===== config.mk =====
export PLATFORM = sky130hd
export DESIGN_NAME = line_test_pattern_unit
export DESIGN_NICKNAME = d
export VERILOG_FILES = /design/src/inc/line_test_pkg.sv /design/src/logic/line_test_pattern_unit.sv
export SDC_FILE = /design/constraint.sdc
export NUM_CORES = 1
export LEC_CHECK = 0
export ABC_AREA = 1
export BUFFER_PORTS_ARGS = -buffer_cell sky130_fd_sc_hd__buf_2
export CAP_MARGIN = 10
export CORE_ASPECT_RATIO = 0.6
export CORE_MARGIN = 2
export CORE_UTILIZATION = 55
export CTS_BUF_LIST = sky130_fd_sc_hd__clkbuf_16
export DETAILED_ROUTE_END_ITERATION = 8
export GPL_ROUTABILITY_DRIVEN = 0
export GPL_TIMING_DRIVEN = 0
export HOLD_SLACK_MARGIN = 0.15
export PLACE_DENSITY = 0.73
export SYNTH_ARGS = -nofsm -noshare
export SYNTH_HDL_FRONTEND = slang
export SYNTH_SLANG_ARGS = --single-unit

===== constraint.sdc =====
create_clock -name clk -period 6.6 [get_ports clk]
set_clock_uncertainty 0.2 [all_clocks]
set_input_delay 0.33 -clock clk [delete_from_list [all_inputs] [get_ports clk]]
set_output_delay 0.33 -clock clk [all_outputs]
set_load 0.05 [all_outputs]

===== src/inc/line_test_pkg.sv =====
// Constants, field layout and carrier types for the line test pattern unit.
// Assumes a single 200 MHz clock domain for the register port and data paths.
package line_test_pkg;

  // Register offsets
  localparam logic [7:0] OFS_ERR_CTRL = 8'h0e;
  localparam logic [7:0] OFS_ALARM = 8'h0f;
  localparam logic [7:0] OFS_GEN = 8'h10;
  localparam logic [7:0] OFS_DETECT = 8'h11;
  localparam logic [7:0] OFS_USER_LOW = 8'h12;
  localparam logic [7:0] OFS_USER_MID = 8'h13;
  localparam logic [7:0] OFS_USER_HIGH = 8'h14;
  localparam logic [7:0] OFS_CODE_LEN = 8'h15;
  localparam logic [7:0] OFS_GEN_CODE = 8'h16;
  localparam logic [7:0] OFS_UP_CODE = 8'h17;
  localparam logic [7:0] OFS_DOWN_CODE = 8'h18;
  localparam logic [7:0] OFS_STATUS = 8'h20;

  // Field positions
  localparam int TX_FORCE_BIT = 4;
  localparam int RX_SYS_BIT = 3;
  localparam int RX_LINE_BIT = 2;
  localparam int TX_SYS_BIT = 1;
  localparam int TX_LINE_BIT = 0;
  localparam int GEN_CLK_BIT = 6;
  localparam int GEN_EN_LSB = 4;
  localparam int GEN_DIR_BIT = 3;
  localparam int GEN_INV_BIT = 2;
  localparam int GEN_PRBS_LSB = 0;
  localparam int DET_DIR_BIT = 3;
  localparam int DET_INV_BIT = 2;
  localparam int DET_SEL_LSB = 0;
  localparam int LEN_GEN_LSB = 4;
  localparam int LEN_UP_LSB = 2;
  localparam int LEN_DOWN_LSB = 0;
  localparam int SINGLE_ERROR_INSERT_BIT = 5;

  // Values after reset
  localparam logic [7:0] RST_ALARM = 8'h00;
  localparam logic [7:0] RST_GEN = 8'h00;
  localparam logic [7:0] RST_DETECT = 8'h03;
  localparam logic [7:0] RST_USER_BYTE = 8'h55;
  localparam logic [7:0] RST_CODE_LEN = 8'h01;
  localparam logic [7:0] RST_GEN_CODE = 8'h00;
  localparam logic [7:0] RST_UP_CODE = 8'h01;
  localparam logic [7:0] RST_DOWN_CODE = 8'h09;
  localparam logic [19:0] RST_LFSR = 20'hf_ffff;

  // Detector counts, in monitored bits
  localparam logic [5:0] LOCK_MATCHES = 6'h20;
  localparam logic [2:0] UNLOCK_ERRORS = 3'h4;
  localparam logic [4:0] USER_TOP = 5'h17;

  typedef enum logic [1:0] {
    GEN_OFF = 2'b00,
    GEN_PRBS = 2'b01,
    GEN_USER = 2'b10,
    GEN_CODE = 2'b11
  } gen_mode_e;

  typedef enum logic [1:0] {
    DET_PRBS20 = 2'b00,
    DET_PRBS15 = 2'b01,
    DET_PRBS11 = 2'b10,
    DET_USER = 2'b11
  } det_sel_e;

  // One bit of a serial data path with its bit strobe
  typedef struct packed {
    logic strobe;
    logic data;
  } path_bit_s;

endpackage


===== src/logic/line_test_pattern_unit.sv =====
// Per-channel alarm insertion, test pattern generator and pattern detector.
// Assumes path data, loss flags and loopback state come from logic on clk;
// pattern clocks and transmit rails are asynchronous pins.
//
// The implementer's own choice: the strobed register port.
`timescale 1ns/1ps
`default_nettype none

module line_test_pattern_unit (
  // Clock and reset
  input wire logic clk,
  input wire logic resetn,
  // Register port
  input wire logic [7:0] reg_addr,
  input wire logic [7:0] reg_wdata,
  input wire logic reg_write,
  input wire logic reg_read,
  output logic [7:0] reg_rdata,
  // Asynchronous pattern clocks and rails
  input wire logic crystal_ref_clock,
  input wire logic rx_recovered_clock,
  input wire logic tx_clock_input,
  input wire logic tx_pos_rail_in,
  input wire logic tx_neg_rail_in,
  // Channel state
  input wire logic tx_rz_format,
  input wire logic remote_loopback,
  input wire logic system_side_signal_loss,
  input wire logic line_side_signal_loss,
  // Data paths
  input wire line_test_pkg::path_bit_s tx_in,
  input wire line_test_pkg::path_bit_s rx_in,
  output line_test_pkg::path_bit_s tx_out,
  output line_test_pkg::path_bit_s rx_out,
  // Detector status
  output logic detect_locked,
  output logic detect_error,
  output logic loop_up_seen,
  output logic loop_down_seen
);

  logic rst_meta;
  logic rst_n;
  logic [7:0] alarm_insert_ctrl;
  logic [7:0] pattern_gen_ctrl;
  logic [7:0] pattern_detect_ctrl;
  logic [23:0] user_word_pattern;
  logic [7:0] loop_code_length_ctrl;
  logic [7:0] gen_loop_code_bits;
  logic [7:0] loop_up_code_bits;
  logic [7:0] loop_down_code_bits;
  logic err_pending;
  logic [4:0] pin_meta;
  logic [4:0] pin_sync;
  logic [4:0] pin_prev;
  logic rz_prev;
  logic gen_tick;
  logic [19:0] lfsr;
  logic prbs_fb;
  logic [4:0] user_idx;
  logic [2:0] code_idx;
  logic [2:0] gen_top;
  logic gen_bit;
  logic next_gen_bit;
  logic flip_now;
  logic tx_alarm;
  logic rx_alarm;
  line_test_pkg::gen_mode_e gen_mode;
  line_test_pkg::det_sel_e det_sel;
  line_test_pkg::path_bit_s mon;
  logic mon_bit;
  logic [23:0] det_hist;
  logic [23:0] window;
  logic expected;
  logic [4:0] det_idx;
  logic [5:0] match_cnt;
  logic [2:0] miss_cnt;
  logic [7:0] code_hist;
  logic [7:0] next_code_hist;

  // Reset release
  always_ff @(posedge clk or negedge resetn) begin
    if (!resetn) begin
      rst_meta <= 1'b0;
      rst_n <= 1'b0;
    end else begin
      rst_meta <= 1'b1;
      rst_n <= rst_meta;
    end
  end

  // Mask of the low code bits in use
  function automatic logic [7:0] len_mask(input logic [1:0] len);
    len_mask = {len == 2'h3, len >= 2'h2, len != 2'h0, 5'h1f};
  endfunction

  assign gen_mode = line_test_pkg::gen_mode_e'(pattern_gen_ctrl[line_test_pkg::GEN_EN_LSB +: 2]);
  assign det_sel = line_test_pkg::det_sel_e'(pattern_detect_ctrl[line_test_pkg::DET_SEL_LSB +: 2]);

  // Register writes
  always_ff @(posedge clk or negedge rst_n) begin
    if (!rst_n) begin
      alarm_insert_ctrl <= line_test_pkg::RST_ALARM;
      pattern_gen_ctrl <= line_test_pkg::RST_GEN;
      pattern_detect_ctrl <= line_test_pkg::RST_DETECT;
      user_word_pattern <= {3{line_test_pkg::RST_USER_BYTE}};
      loop_code_length_ctrl <= line_test_pkg::RST_CODE_LEN;
      gen_loop_code_bits <= line_test_pkg::RST_GEN_CODE;
      loop_up_code_bits <= line_test_pkg::RST_UP_CODE;
      loop_down_code_bits <= line_test_pkg::RST_DOWN_CODE;
    end else if (reg_write) begin
      unique case (reg_addr)
        line_test_pkg::OFS_ALARM: alarm_insert_ctrl <= {3'h0, reg_wdata[4:0]};
        line_test_pkg::OFS_GEN: pattern_gen_ctrl <= {1'b0, reg_wdata[6:0]};
        line_test_pkg::OFS_DETECT: pattern_detect_ctrl <= {4'h0, reg_wdata[3:0]};
        line_test_pkg::OFS_USER_LOW: user_word_pattern[7:0] <= reg_wdata;
        line_test_pkg::OFS_USER_MID: user_word_pattern[15:8] <= reg_wdata;
        line_test_pkg::OFS_USER_HIGH: user_word_pattern[23:16] <= reg_wdata;
        line_test_pkg::OFS_CODE_LEN: loop_code_length_ctrl <= {2'h0, reg_wdata[5:0]};
        line_test_pkg::OFS_GEN_CODE: gen_loop_code_bits <= reg_wdata;
        line_test_pkg::OFS_UP_CODE: loop_up_code_bits <= reg_wdata;
        line_test_pkg::OFS_DOWN_CODE: loop_down_code_bits <= reg_wdata;
        default: ;
      endcase
    end
  end

  // Single error request, cleared when spent
  always_ff @(posedge clk or negedge rst_n) begin
    if (!rst_n) begin
      err_pending <= 1'b0;
    end else if (reg_write && reg_addr == line_test_pkg::OFS_ERR_CTRL &&
                 reg_wdata[line_test_pkg::SINGLE_ERROR_INSERT_BIT] && !err_pending) begin
      err_pending <= 1'b1;
    end else if (flip_now) begin
      err_pending <= 1'b0;
    end
  end

  // Register reads, answer in the next cycle
  always_ff @(posedge clk or negedge rst_n) begin
    if (!rst_n) begin
      reg_rdata <= 8'h00;
    end else if (reg_read) begin
      unique case (reg_addr)
        line_test_pkg::OFS_ERR_CTRL: reg_rdata <= {2'h0, err_pending, 5'h00};
        line_test_pkg::OFS_ALARM: reg_rdata <= alarm_insert_ctrl;
        line_test_pkg::OFS_GEN: reg_rdata <= pattern_gen_ctrl;
        line_test_pkg::OFS_DETECT: reg_rdata <= pattern_detect_ctrl;
        line_test_pkg::OFS_USER_LOW: reg_rdata <= user_word_pattern[7:0];
        line_test_pkg::OFS_USER_MID: reg_rdata <= user_word_pattern[15:8];
        line_test_pkg::OFS_USER_HIGH: reg_rdata <= user_word_pattern[23:16];
        line_test_pkg::OFS_CODE_LEN: reg_rdata <= loop_code_length_ctrl;
        line_test_pkg::OFS_GEN_CODE: reg_rdata <= gen_loop_code_bits;
        line_test_pkg::OFS_UP_CODE: reg_rdata <= loop_up_code_bits;
        line_test_pkg::OFS_DOWN_CODE: reg_rdata <= loop_down_code_bits;
        line_test_pkg::OFS_STATUS:
          reg_rdata <= {5'h00, loop_down_seen, loop_up_seen, detect_locked};
        default: reg_rdata <= 8'h00;
      endcase
    end else begin
      reg_rdata <= 8'h00;
    end
  end

  // Pin synchronisers and edge history
  always_ff @(posedge clk or negedge rst_n) begin
    if (!rst_n) begin
      pin_meta <= 5'h00;
      pin_sync <= 5'h00;
      pin_prev <= 5'h00;
      rz_prev <= 1'b0;
    end else begin
      pin_meta <= {tx_neg_rail_in, tx_pos_rail_in, tx_clock_input,
                   rx_recovered_clock, crystal_ref_clock};
      pin_sync <= pin_meta;
      pin_prev <= pin_sync;
      rz_prev <= pin_sync[3] | pin_sync[4];
    end
  end

  // Pattern bit clock select
  always_comb begin
    if (!pattern_gen_ctrl[line_test_pkg::GEN_CLK_BIT]) begin
      gen_tick = pin_sync[0] & ~pin_prev[0];
    end else if (pattern_gen_ctrl[line_test_pkg::GEN_DIR_BIT]) begin
      gen_tick = pin_sync[1] & ~pin_prev[1];
    end else if (tx_rz_format) begin
      gen_tick = (pin_sync[3] | pin_sync[4]) & ~rz_prev;
    end else begin
      gen_tick = pin_sync[2] & ~pin_prev[2];
    end
  end

  // Generator next bit
  always_comb begin
    unique case (pattern_gen_ctrl[line_test_pkg::GEN_PRBS_LSB +: 2])
      2'b00: prbs_fb = lfsr[19] ^ lfsr[16];
      2'b01: prbs_fb = lfsr[14] ^ lfsr[13];
      default: prbs_fb = lfsr[10] ^ lfsr[8];
    endcase
    gen_top = 3'h4 + {1'b0, loop_code_length_ctrl[line_test_pkg::LEN_GEN_LSB +: 2]};
    flip_now = gen_tick && err_pending &&
               (gen_mode == line_test_pkg::GEN_PRBS || gen_mode == line_test_pkg::GEN_USER);
    unique case (gen_mode)
      line_test_pkg::GEN_PRBS:
        next_gen_bit = prbs_fb ^ pattern_gen_ctrl[line_test_pkg::GEN_INV_BIT];
      line_test_pkg::GEN_USER:
        next_gen_bit = user_word_pattern[user_idx] ^
                       pattern_gen_ctrl[line_test_pkg::GEN_INV_BIT];
      line_test_pkg::GEN_CODE:
        next_gen_bit = gen_loop_code_bits[code_idx];
      line_test_pkg::GEN_OFF:
        next_gen_bit = 1'b0;
    endcase
  end

  // Generator state, one step per pattern clock edge
  always_ff @(posedge clk or negedge rst_n) begin
    if (!rst_n) begin
      lfsr <= line_test_pkg::RST_LFSR;
      user_idx <= line_test_pkg::USER_TOP;
      code_idx <= 3'h4;
      gen_bit <= 1'b0;
    end else if (gen_mode == line_test_pkg::GEN_OFF) begin
      user_idx <= line_test_pkg::USER_TOP;
      code_idx <= gen_top;
      gen_bit <= 1'b0;
    end else if (gen_tick) begin
      gen_bit <= next_gen_bit ^ flip_now;
      if (gen_mode == line_test_pkg::GEN_PRBS) begin
        lfsr <= {lfsr[18:0], prbs_fb};
      end
      if (gen_mode == line_test_pkg::GEN_USER) begin
        user_idx <= (user_idx == 5'h00) ? line_test_pkg::USER_TOP : user_idx - 5'h01;
      end
      if (gen_mode == line_test_pkg::GEN_CODE) begin
        code_idx <= (code_idx == 3'h0 || code_idx > gen_top) ? gen_top : code_idx - 3'h1;
      end
    end
  end

  // Alarm conditions
  assign tx_alarm = (alarm_insert_ctrl[line_test_pkg::TX_FORCE_BIT] & ~remote_loopback) |
                    (alarm_insert_ctrl[line_test_pkg::TX_SYS_BIT] & system_side_signal_loss) |
                    (alarm_insert_ctrl[line_test_pkg::TX_LINE_BIT] & line_side_signal_loss);
  assign rx_alarm = (alarm_insert_ctrl[line_test_pkg::RX_SYS_BIT] & system_side_signal_loss) |
                    (alarm_insert_ctrl[line_test_pkg::RX_LINE_BIT] & line_side_signal_loss);

  // Path outputs
  always_ff @(posedge clk or negedge rst_n) begin
    if (!rst_n) begin
      tx_out <= '0;
      rx_out <= '0;
    end else begin
      tx_out.strobe <= tx_in.strobe;
      rx_out.strobe <= rx_in.strobe;
      if (tx_alarm) begin
        tx_out.data <= 1'b1;
      end else if (gen_mode != line_test_pkg::GEN_OFF &&
                   !pattern_gen_ctrl[line_test_pkg::GEN_DIR_BIT]) begin
        tx_out.data <= gen_bit;
      end else begin
        tx_out.data <= tx_in.data;
      end
      if (rx_alarm) begin
        rx_out.data <= 1'b1;
      end else if (gen_mode != line_test_pkg::GEN_OFF &&
                   pattern_gen_ctrl[line_test_pkg::GEN_DIR_BIT]) begin
        rx_out.data <= gen_bit;
      end else begin
        rx_out.data <= rx_in.data;
      end
    end
  end

  // Detector input and expected bit
  assign mon = pattern_detect_ctrl[line_test_pkg::DET_DIR_BIT] ? tx_in : rx_in;
  assign mon_bit = mon.data ^ pattern_detect_ctrl[line_test_pkg::DET_INV_BIT];
  assign window = {det_hist[22:0], mon_bit};
  assign next_code_hist = {code_hist[6:0], mon.data};

  always_comb begin
    unique case (det_sel)
      line_test_pkg::DET_PRBS20: expected = det_hist[19] ^ det_hist[16];
      line_test_pkg::DET_PRBS15: expected = det_hist[14] ^ det_hist[13];
      line_test_pkg::DET_PRBS11: expected = det_hist[10] ^ det_hist[8];
      line_test_pkg::DET_USER: expected = user_word_pattern[det_idx];
    endcase
  end

  // Detector synchronisation and compare
  always_ff @(posedge clk or negedge rst_n) begin
    if (!rst_n) begin
      det_hist <= 24'h00_0000;
      det_idx <= line_test_pkg::USER_TOP;
      match_cnt <= 6'h00;
      miss_cnt <= 3'h0;
      detect_locked <= 1'b0;
      detect_error <= 1'b0;
    end else if (reg_write && reg_addr == line_test_pkg::OFS_DETECT) begin
      match_cnt <= 6'h00;
      miss_cnt <= 3'h0;
      detect_locked <= 1'b0;
      detect_error <= 1'b0;
    end else if (mon.strobe) begin
      det_hist <= window;
      det_idx <= (det_idx == 5'h00) ? line_test_pkg::USER_TOP : det_idx - 5'h01;
      detect_error <= detect_locked && (mon_bit != expected);
      if (!detect_locked) begin
        if (det_sel == line_test_pkg::DET_USER) begin
          if (window == user_word_pattern) begin
            detect_locked <= 1'b1;
            det_idx <= line_test_pkg::USER_TOP;
          end
        end else if (mon_bit == expected) begin
          match_cnt <= match_cnt + 6'h01;
          if (match_cnt + 6'h01 == line_test_pkg::LOCK_MATCHES) begin
            detect_locked <= 1'b1;
          end
        end else begin
          match_cnt <= 6'h00;
        end
        miss_cnt <= 3'h0;
      end else if (mon_bit != expected) begin
        miss_cnt <= miss_cnt + 3'h1;
        if (miss_cnt + 3'h1 == line_test_pkg::UNLOCK_ERRORS) begin
          detect_locked <= 1'b0;
          match_cnt <= 6'h00;
        end
      end else begin
        miss_cnt <= 3'h0;
      end
    end else begin
      detect_error <= 1'b0;
    end
  end

  // Inband code windows, bit 0 last
  always_ff @(posedge clk or negedge rst_n) begin
    if (!rst_n) begin
      code_hist <= 8'h00;
      loop_up_seen <= 1'b0;
      loop_down_seen <= 1'b0;
    end else if (mon.strobe) begin
      code_hist <= next_code_hist;
      loop_up_seen <= ((next_code_hist ^ loop_up_code_bits) &
                       len_mask(loop_code_length_ctrl[line_test_pkg::LEN_UP_LSB +: 2]))
                      == 8'h00;
      loop_down_seen <= ((next_code_hist ^ loop_down_code_bits) &
                         len_mask(loop_code_length_ctrl[line_test_pkg::LEN_DOWN_LSB +: 2]))
                        == 8'h00;
    end
  end

  // Checks
  logic uw_top;
  logic code_lsb;
  assign uw_top = user_word_pattern[23];
  assign code_lsb = gen_loop_code_bits[0];
endmodule // line_test_pattern_unit

`default_nettype wire


==> metrics.txt, run 1 <==
status finished clean; final hold vios 0; worst skew pair latency between 0.4 and 0.5 ns; worst relative slew slack between 40% and 50%; initial DRC count between 900 and 1,000; critical-path cell list inv_2, nand2_1, nand2_2, xor2_2, inv_1, nand2_1, nand4_1, nor2_1, a21oi_1, nor2_1, nor2_1; share of cells above drive strength 1 about 15%; wire length per cell approximately 18 um; Worst Tran Pin Value about 0.80 ns; # rows 36; Pre-Repair DR Iteration Count 7; most common flop cell mapped by yosys dfrtp_1; Layout area overhead 14.8%; initial core utilization between 50 and 60%; Core ar. between 0.015 and 0.02 mm^2; synthesis warning total 0; max cap viols 0; RSZ-0062 raised after global routing no; Clock Tree Buf Depth 2; ANT nets after route 0; DRC Markers 0; area of placed instances 0.00954 mm^2; most used cell, CP nor2_1; hold path depth 0; Post-Synthesis Cells ~1,100; ys async rst share between 90% and 100%; gr ovfl total 0; Critical Path Fanout Max 4; Startpoint Class flip-flop; CP max-delay cell dfrtp_1; period utilisation layout around two fifths; H-tree Lvls 4; top post-synthesis cells by area dfrtp_1 36%, nand2_1 14%, dfstp_2 14%; Worst Hold Class reg2reg; Ports approximately 50; final worst path period need around 2.5 ns; Avg Cell Area, Syn roughly 8 um^2; WL final ~25 mm; final setup fails 0; DR vias/cell around 5.6; Max Clk Rate about 400 MHz; crit path kind reg2reg; CTS tree built; post-synthesis instance area 0.00897 mm^2; syn_nets between 1,000 and 1,500; # nets final 1,234; Vert. Die Dim a little over 100 um; initial antenna violation count 0; Commonest cells post-synth 330 x nand2_1, 133 x o21ai_0, 129 x dfrtp_1; Buf+Inv Stages, Crit Path 2; #FFs+latches synth between 150 and 200; Crit. End Element flip-flop; root buf cell clkbuf_16; Final Core Density between 60 and 70%; CP delay by family, top simple AND/OR/NAND/NOR gates; post-synth top area cell dfrtp_1; Die X roughly 170 um; Post-synth EDFFs 0; die area roughly 0.017 mm^2; largest net degree at the start of global routing 74; Reg2Reg Depth 11; Num Clock Sinks about 180; number of setup buffers added after CTS 0; global-route wire length before repair between 40 and 50 mm; vias in the first global route 7,348; VDD IR max 0.243 mV; library cells used by synthesis 52; Max stage delay on crit path 0.42 ns; Synth top area share between 30 and 40%; port bufs 48; Lkg Pwr just under 5 nW; CP required between 6 and 7 ns; cell area power density between 200 and 300 mW/mm^2; clk slew on worst S/H paths ~0.07 ns; post-route cell area about 0.01 mm^2; WP depth 11; Total GRT Usage approximately 31%; top-count cell post-synth nand2_1; total power between 0.002 and 0.003 W; sequential element share of the synthesized area roughly 50%; via count 7,937; Slew Viols, Final 0; CP arrival about 2.7 ns; # diodes 0; cts bufs inserted 17; hpwl dp around 19 mm
[power by group]
group | internal [W] | total, W | switching, W
registers | 0.00118 | 0.00129 | 0.000102
logic | 0.000192 | 0.000543 | 0.000351
clock network | 0.000595 | 0.00103 | 0.000436
total | 0.00197 | 0.00286 | 0.000890
[placed cells by master, fill, tap and decap left out, types with 4 or more instances in the layout]
| cell type | count |
|---|---|
| nor2_1 | 56 |
| clkbuf_1 | 11 |
| o21ai_0 | 133 |
| dfstp_2 | 47 |
| o22ai_1 | 14 |
| nand2_1 | 330 |
| dlygate4sd3_1 | 17 |
| dfrtp_1 | 128 |
| xor2_1 | 20 |
| buf_2 | 58 |
| a221oi_1 | 5 |
| buf_6 | 4 |
| clkbuf_16 | 17 |
| o211ai_1 | 10 |
| xnor2_1 | 14 |
| nand2_2 | 10 |
| nand3_1 | 51 |
| nand4_1 | 10 |
| inv_2 | 8 |
| ha_1 | 14 |
| a21oi_1 | 32 |
| inv_1 | 117 |
| nor3_1 | 9 |
| nor4_1 | 7 |
| o21ai_1 | 18 |
[layout make-up]
type / instances / area, um^2
clock buffers: 17 / 425
clock inverters: 15 / 171
plain buffers: 28 / 155
inverters: 123 / 464
multi-input cells: 774 / 3890
fillers: 1383 / 5780
well taps: 209 / 262
flip-flops and latches: 176 / 4470
repair buffers: 67 / 465
[state kept, by name (all words and copies together), names as in the netlist, 6 cells and up]
name	flops
loop_up_code_bits	8
user_word_pattern	24
reg_rdata	8
lfsr	20
det_hist	23
loop_down_code_bits	8
match_cnt	6
loop_code_length_ctrl	6
gen_loop_code_bits	8
pattern_gen_ctrl	7
code_hist	7
[through the flow]
step,std cells,hold slack [ns],setup TNS [ns],setup WS (ns)
6_report,1409,0.150,0,4.07
5_1_grt,1409,0.167,0,3.87
4_1_cts,1409,0.150,0,4.18
3_5_place_dp,1360,-0.0832,0,4.21
3_3_place_gp,1358,-0.0827,-80.39,-0.656
2_1_floorplan,1101,-0.166,0,1.21
[kinds of logic (layout without fill, tap and decap cells)]
logic type	Yosys count	count (layout)	synth area share (%)
adder cells (fa/ha/maj)	14	14	1.95
XOR/XNOR	35	35	3.50
flip-flops	176	176	49.7
AO/OA/AOI/OAI	229	229	14.2
other	1	1	0.0418
AND/OR/NAND/NOR	493	493	23.5
multiplexers	2	2	0.223
buffers and inverters	151	250	6.90
[layer usage]
layer	track usage (%)	vias to the layer above	routed length, um
met1	46.3	3711	11700
met4	7.56	0	354
met5	0	-	0
met2	42.5	412	9770
met3	10.8	36	3320
li1	-	3778	-
[path summary, 6_finish.rpt]
| path | endpoint | slack, ns | start |
|---|---|---|---|
| worst min-delay path | pin_sync[4] | 0.15 | pin_meta[4] |
| min in group asynchronous | loop_down_code_bits[1] | 0.18 | rst_n |
| worst max-delay path | det_idx[3] | 4.07 | pattern_detect_ctrl[3] |
| worst min register to register | pin_sync[4] | 0.15 | pin_meta[4] |
| max in group asynchronous | lfsr[0] | 5.19 | rst_n |
| worst max register to register | det_idx[3] | 4.07 | pattern_detect_ctrl[3] |
[what timing repair did]
item / in CTS / in global routing
resized for setup: 0 / 0
endpoints found under the hold margin: 31 / 0
hold buffers: 17 / 0
Note: power is estimated with default switching activity, not from simulation.
==> run 2: changes to the inputs <==
PLACE_DENSITY = 0.76   (was 0.73)
clock period = 2.1 ns   (was 6.6 ns; I/O delays follow)
==> run 2 against run 1 <==
The run now ends with setup timing left. Cell area grew 6.0%. Setup slack lost 4.4 ns. Worst hold slack gained 0.0045 ns. Sequential share of layout area shrank 2.4 points. Total power grew to 3.2 times the previous value. Clock power grew to 3.1 times the previous value. Via count grew 5.9%. Sequential cell count is the same. Register-to-register slack lost 4.4 ns. Critical path type unchanged. Largest power group unchanged.
==> metrics.txt, run 2 (same netlist as run 1, synthesis figures left out) <==
status finished, violations left; failing checks setup timing; RSZ-0062 raised after global routing yes; Layout area overhead 21.7%; Lkg Pwr ~5.1 nW; Ports between 40 and 50; hpwl dp ~19 mm; final hold vios 0; Die X 169 um; Core ar. 0.0161 mm^2; most frequent cells in the layout 312 x nand2_1, 132 x o21ai_0, 127 x dfrtp_1; Reg with most FFs user_word_pattern; DRC Markers 0; commonest non-fill, non-tap cell in the layout nand2_1; H-tree Lvls 4; via count ~8,400; # diodes 0; met2 wire len roughly 11 mm; DR top layer met5; wl on met1 11.6 mm; final worst slack -0.284 ns; ANT nets after route 0; CTS tree built; clk slew on worst S/H paths approximately 0.060 ns; # nets final 1,277; CP required 2.23 ns; Max Clk Rate between 400 and 500 MHz; global-route wire length before repair between 40 and 50 mm; Pre-Repair DR Iteration Count 6; Worst Hold Class reg2reg; Startpoint Class flip-flop; port bufs between 40 and 50; final setup fails 17; Slew Viols, Final 0; share of cells above drive strength 1 between 10% and 20%; registers with the most flip-flops user_word_pattern (24), det_hist (23), lfsr (20); Final Core Density between 60% and 70%; Clock Tree Buf Depth 2; max reg flops 24; initial antenna violation count 1; Vert. Die Dim ~100 um; initial DRC count 923; WL final 27.0 mm; wire length per cell around 19 um; Total GRT Usage about a third; crit path kind reg2reg; smallest hold slack 0.154 ns; initial core utilization 55.8%; final worst path period need 2.38 ns; total power 0.00916 W; worst skew pair latency 0.44 ns; largest net degree at the start of global routing 73; pre-CTS setup slack -0.354 ns; Crit. End Element flip-flop; root buf cell clkbuf_16; gr ovfl total 0; DR vias/cell between 5 and 6; # rows 36; Num Clock Sinks approximately 180; die area ~0.017 mm^2; worst relative slew slack a little under half; period utilisation layout 114%; CP arrival between 2 and 3 ns; cell area power density approximately 840 mW/mm^2; cts bufs inserted 17; Critical Path Fanout Max 8; vias in the first global route around 8,000; max cap viols 0; Worst Tran Pin Value 0.821 ns; VDD IR max 0.565 mV; metal3 WL between 3 and 4 mm
-- run 2: changes by cell type in the layout (fill, tap and decap cells not counted), sizes merged --
| cell | change |
|---|---|
| clkinv | +3 |
| clkbuf | -4 |
| inv | -3 |
| dlygate4sd3 | +23 |
| dlymetal6s4s | +1 |
| buf | +23 |
-- run 2: final cells by class --
| type | count | area [um^2] |
|---|---|---|
| Buffer | 24 | 170 |
| Clock buffer | 17 | 425 |
| Clock inverter | 15 | 155 |
| Fill cell | 1272 | 5160 |
| Inverter | 123 | 469 |
| Multi-Input combinational cell | 774 | 4070 |
| Sequential cell | 176 | 4470 |
| Tap cell | 209 | 262 |
| Timing Repair Buffer | 114 | 901 |
-- run 2: path summary, 6_finish.rpt --
path | cells past startpoint | slack [ns] | endpoint | from
max | 16 | -0.28 | match_cnt[0] | det_idx[0]
min | 0 | 0.15 | pin_sync[0] | pin_meta[0]
min in group asynchronous | 0 | 0.19 | loop_down_code_bits[3] | rst_n
min reg2reg | 0 | 0.15 | pin_sync[0] | pin_meta[0]
max reg2reg | 16 | -0.28 | match_cnt[0] | det_idx[0]
max in group asynchronous | 1 | 1.09 | lfsr[10] | rst_n
-- run 2: layer usage --
layer | GRT usage (%) | vias up
li1 | - | 3865
met1 | 46.9 | 3998
met2 | 45.8 | 492
met3 | 12.2 | 48
met4 | 8.36 | 2
met5 | 2.45 | -
-- run 2: what timing repair did --
action / CTS / global route
hold buffers: 42 / 1
setup endpoints to repair: 38 / 141
buffers inserted: 10 / 11
hold endpoints to repair: 137 / 1
gates resized for setup: 27 / 65
pin swaps: 10 / 19
cloned: 0 / 1
-- run 2: stage by stage --
step                setup TNS [ns]  instances  area (um^2)
finish                       -2.82       1452        10900
CTS                          -3.84       1442        10700
detailed placement           -5.94       1360         9540
floorplan                        0       1101         8980
global placement            -68.46       1358         9480
global route                 -5.11       1452        10900
-- run 2: critical path, cell delays in order, from the launching register on --
cell	delay (ns)
dfstp_2	0.60
inv_4	0.05
buf_6	0.13
a21oi_1	0.13
o21ai_0	0.12
nand3_1	0.09
nand3_1	0.08
nand2_2	0.14
nand2_2	0.06
nand2_2	0.09
nand2_2	0.07
nand2_2	0.08
nand3_2	0.08
nand2_4	0.14
nand2_8	0.08
nand2_2	0.07
nand2_1	0.05
-- run 2: where the power goes --
part / switching, W / internal (W)
Combinational: 0.00117 / 0.000717
Clock: 0.00135 / 0.00184
Sequential: 0.000362 / 0.00372
Total: 0.00288 / 0.00628
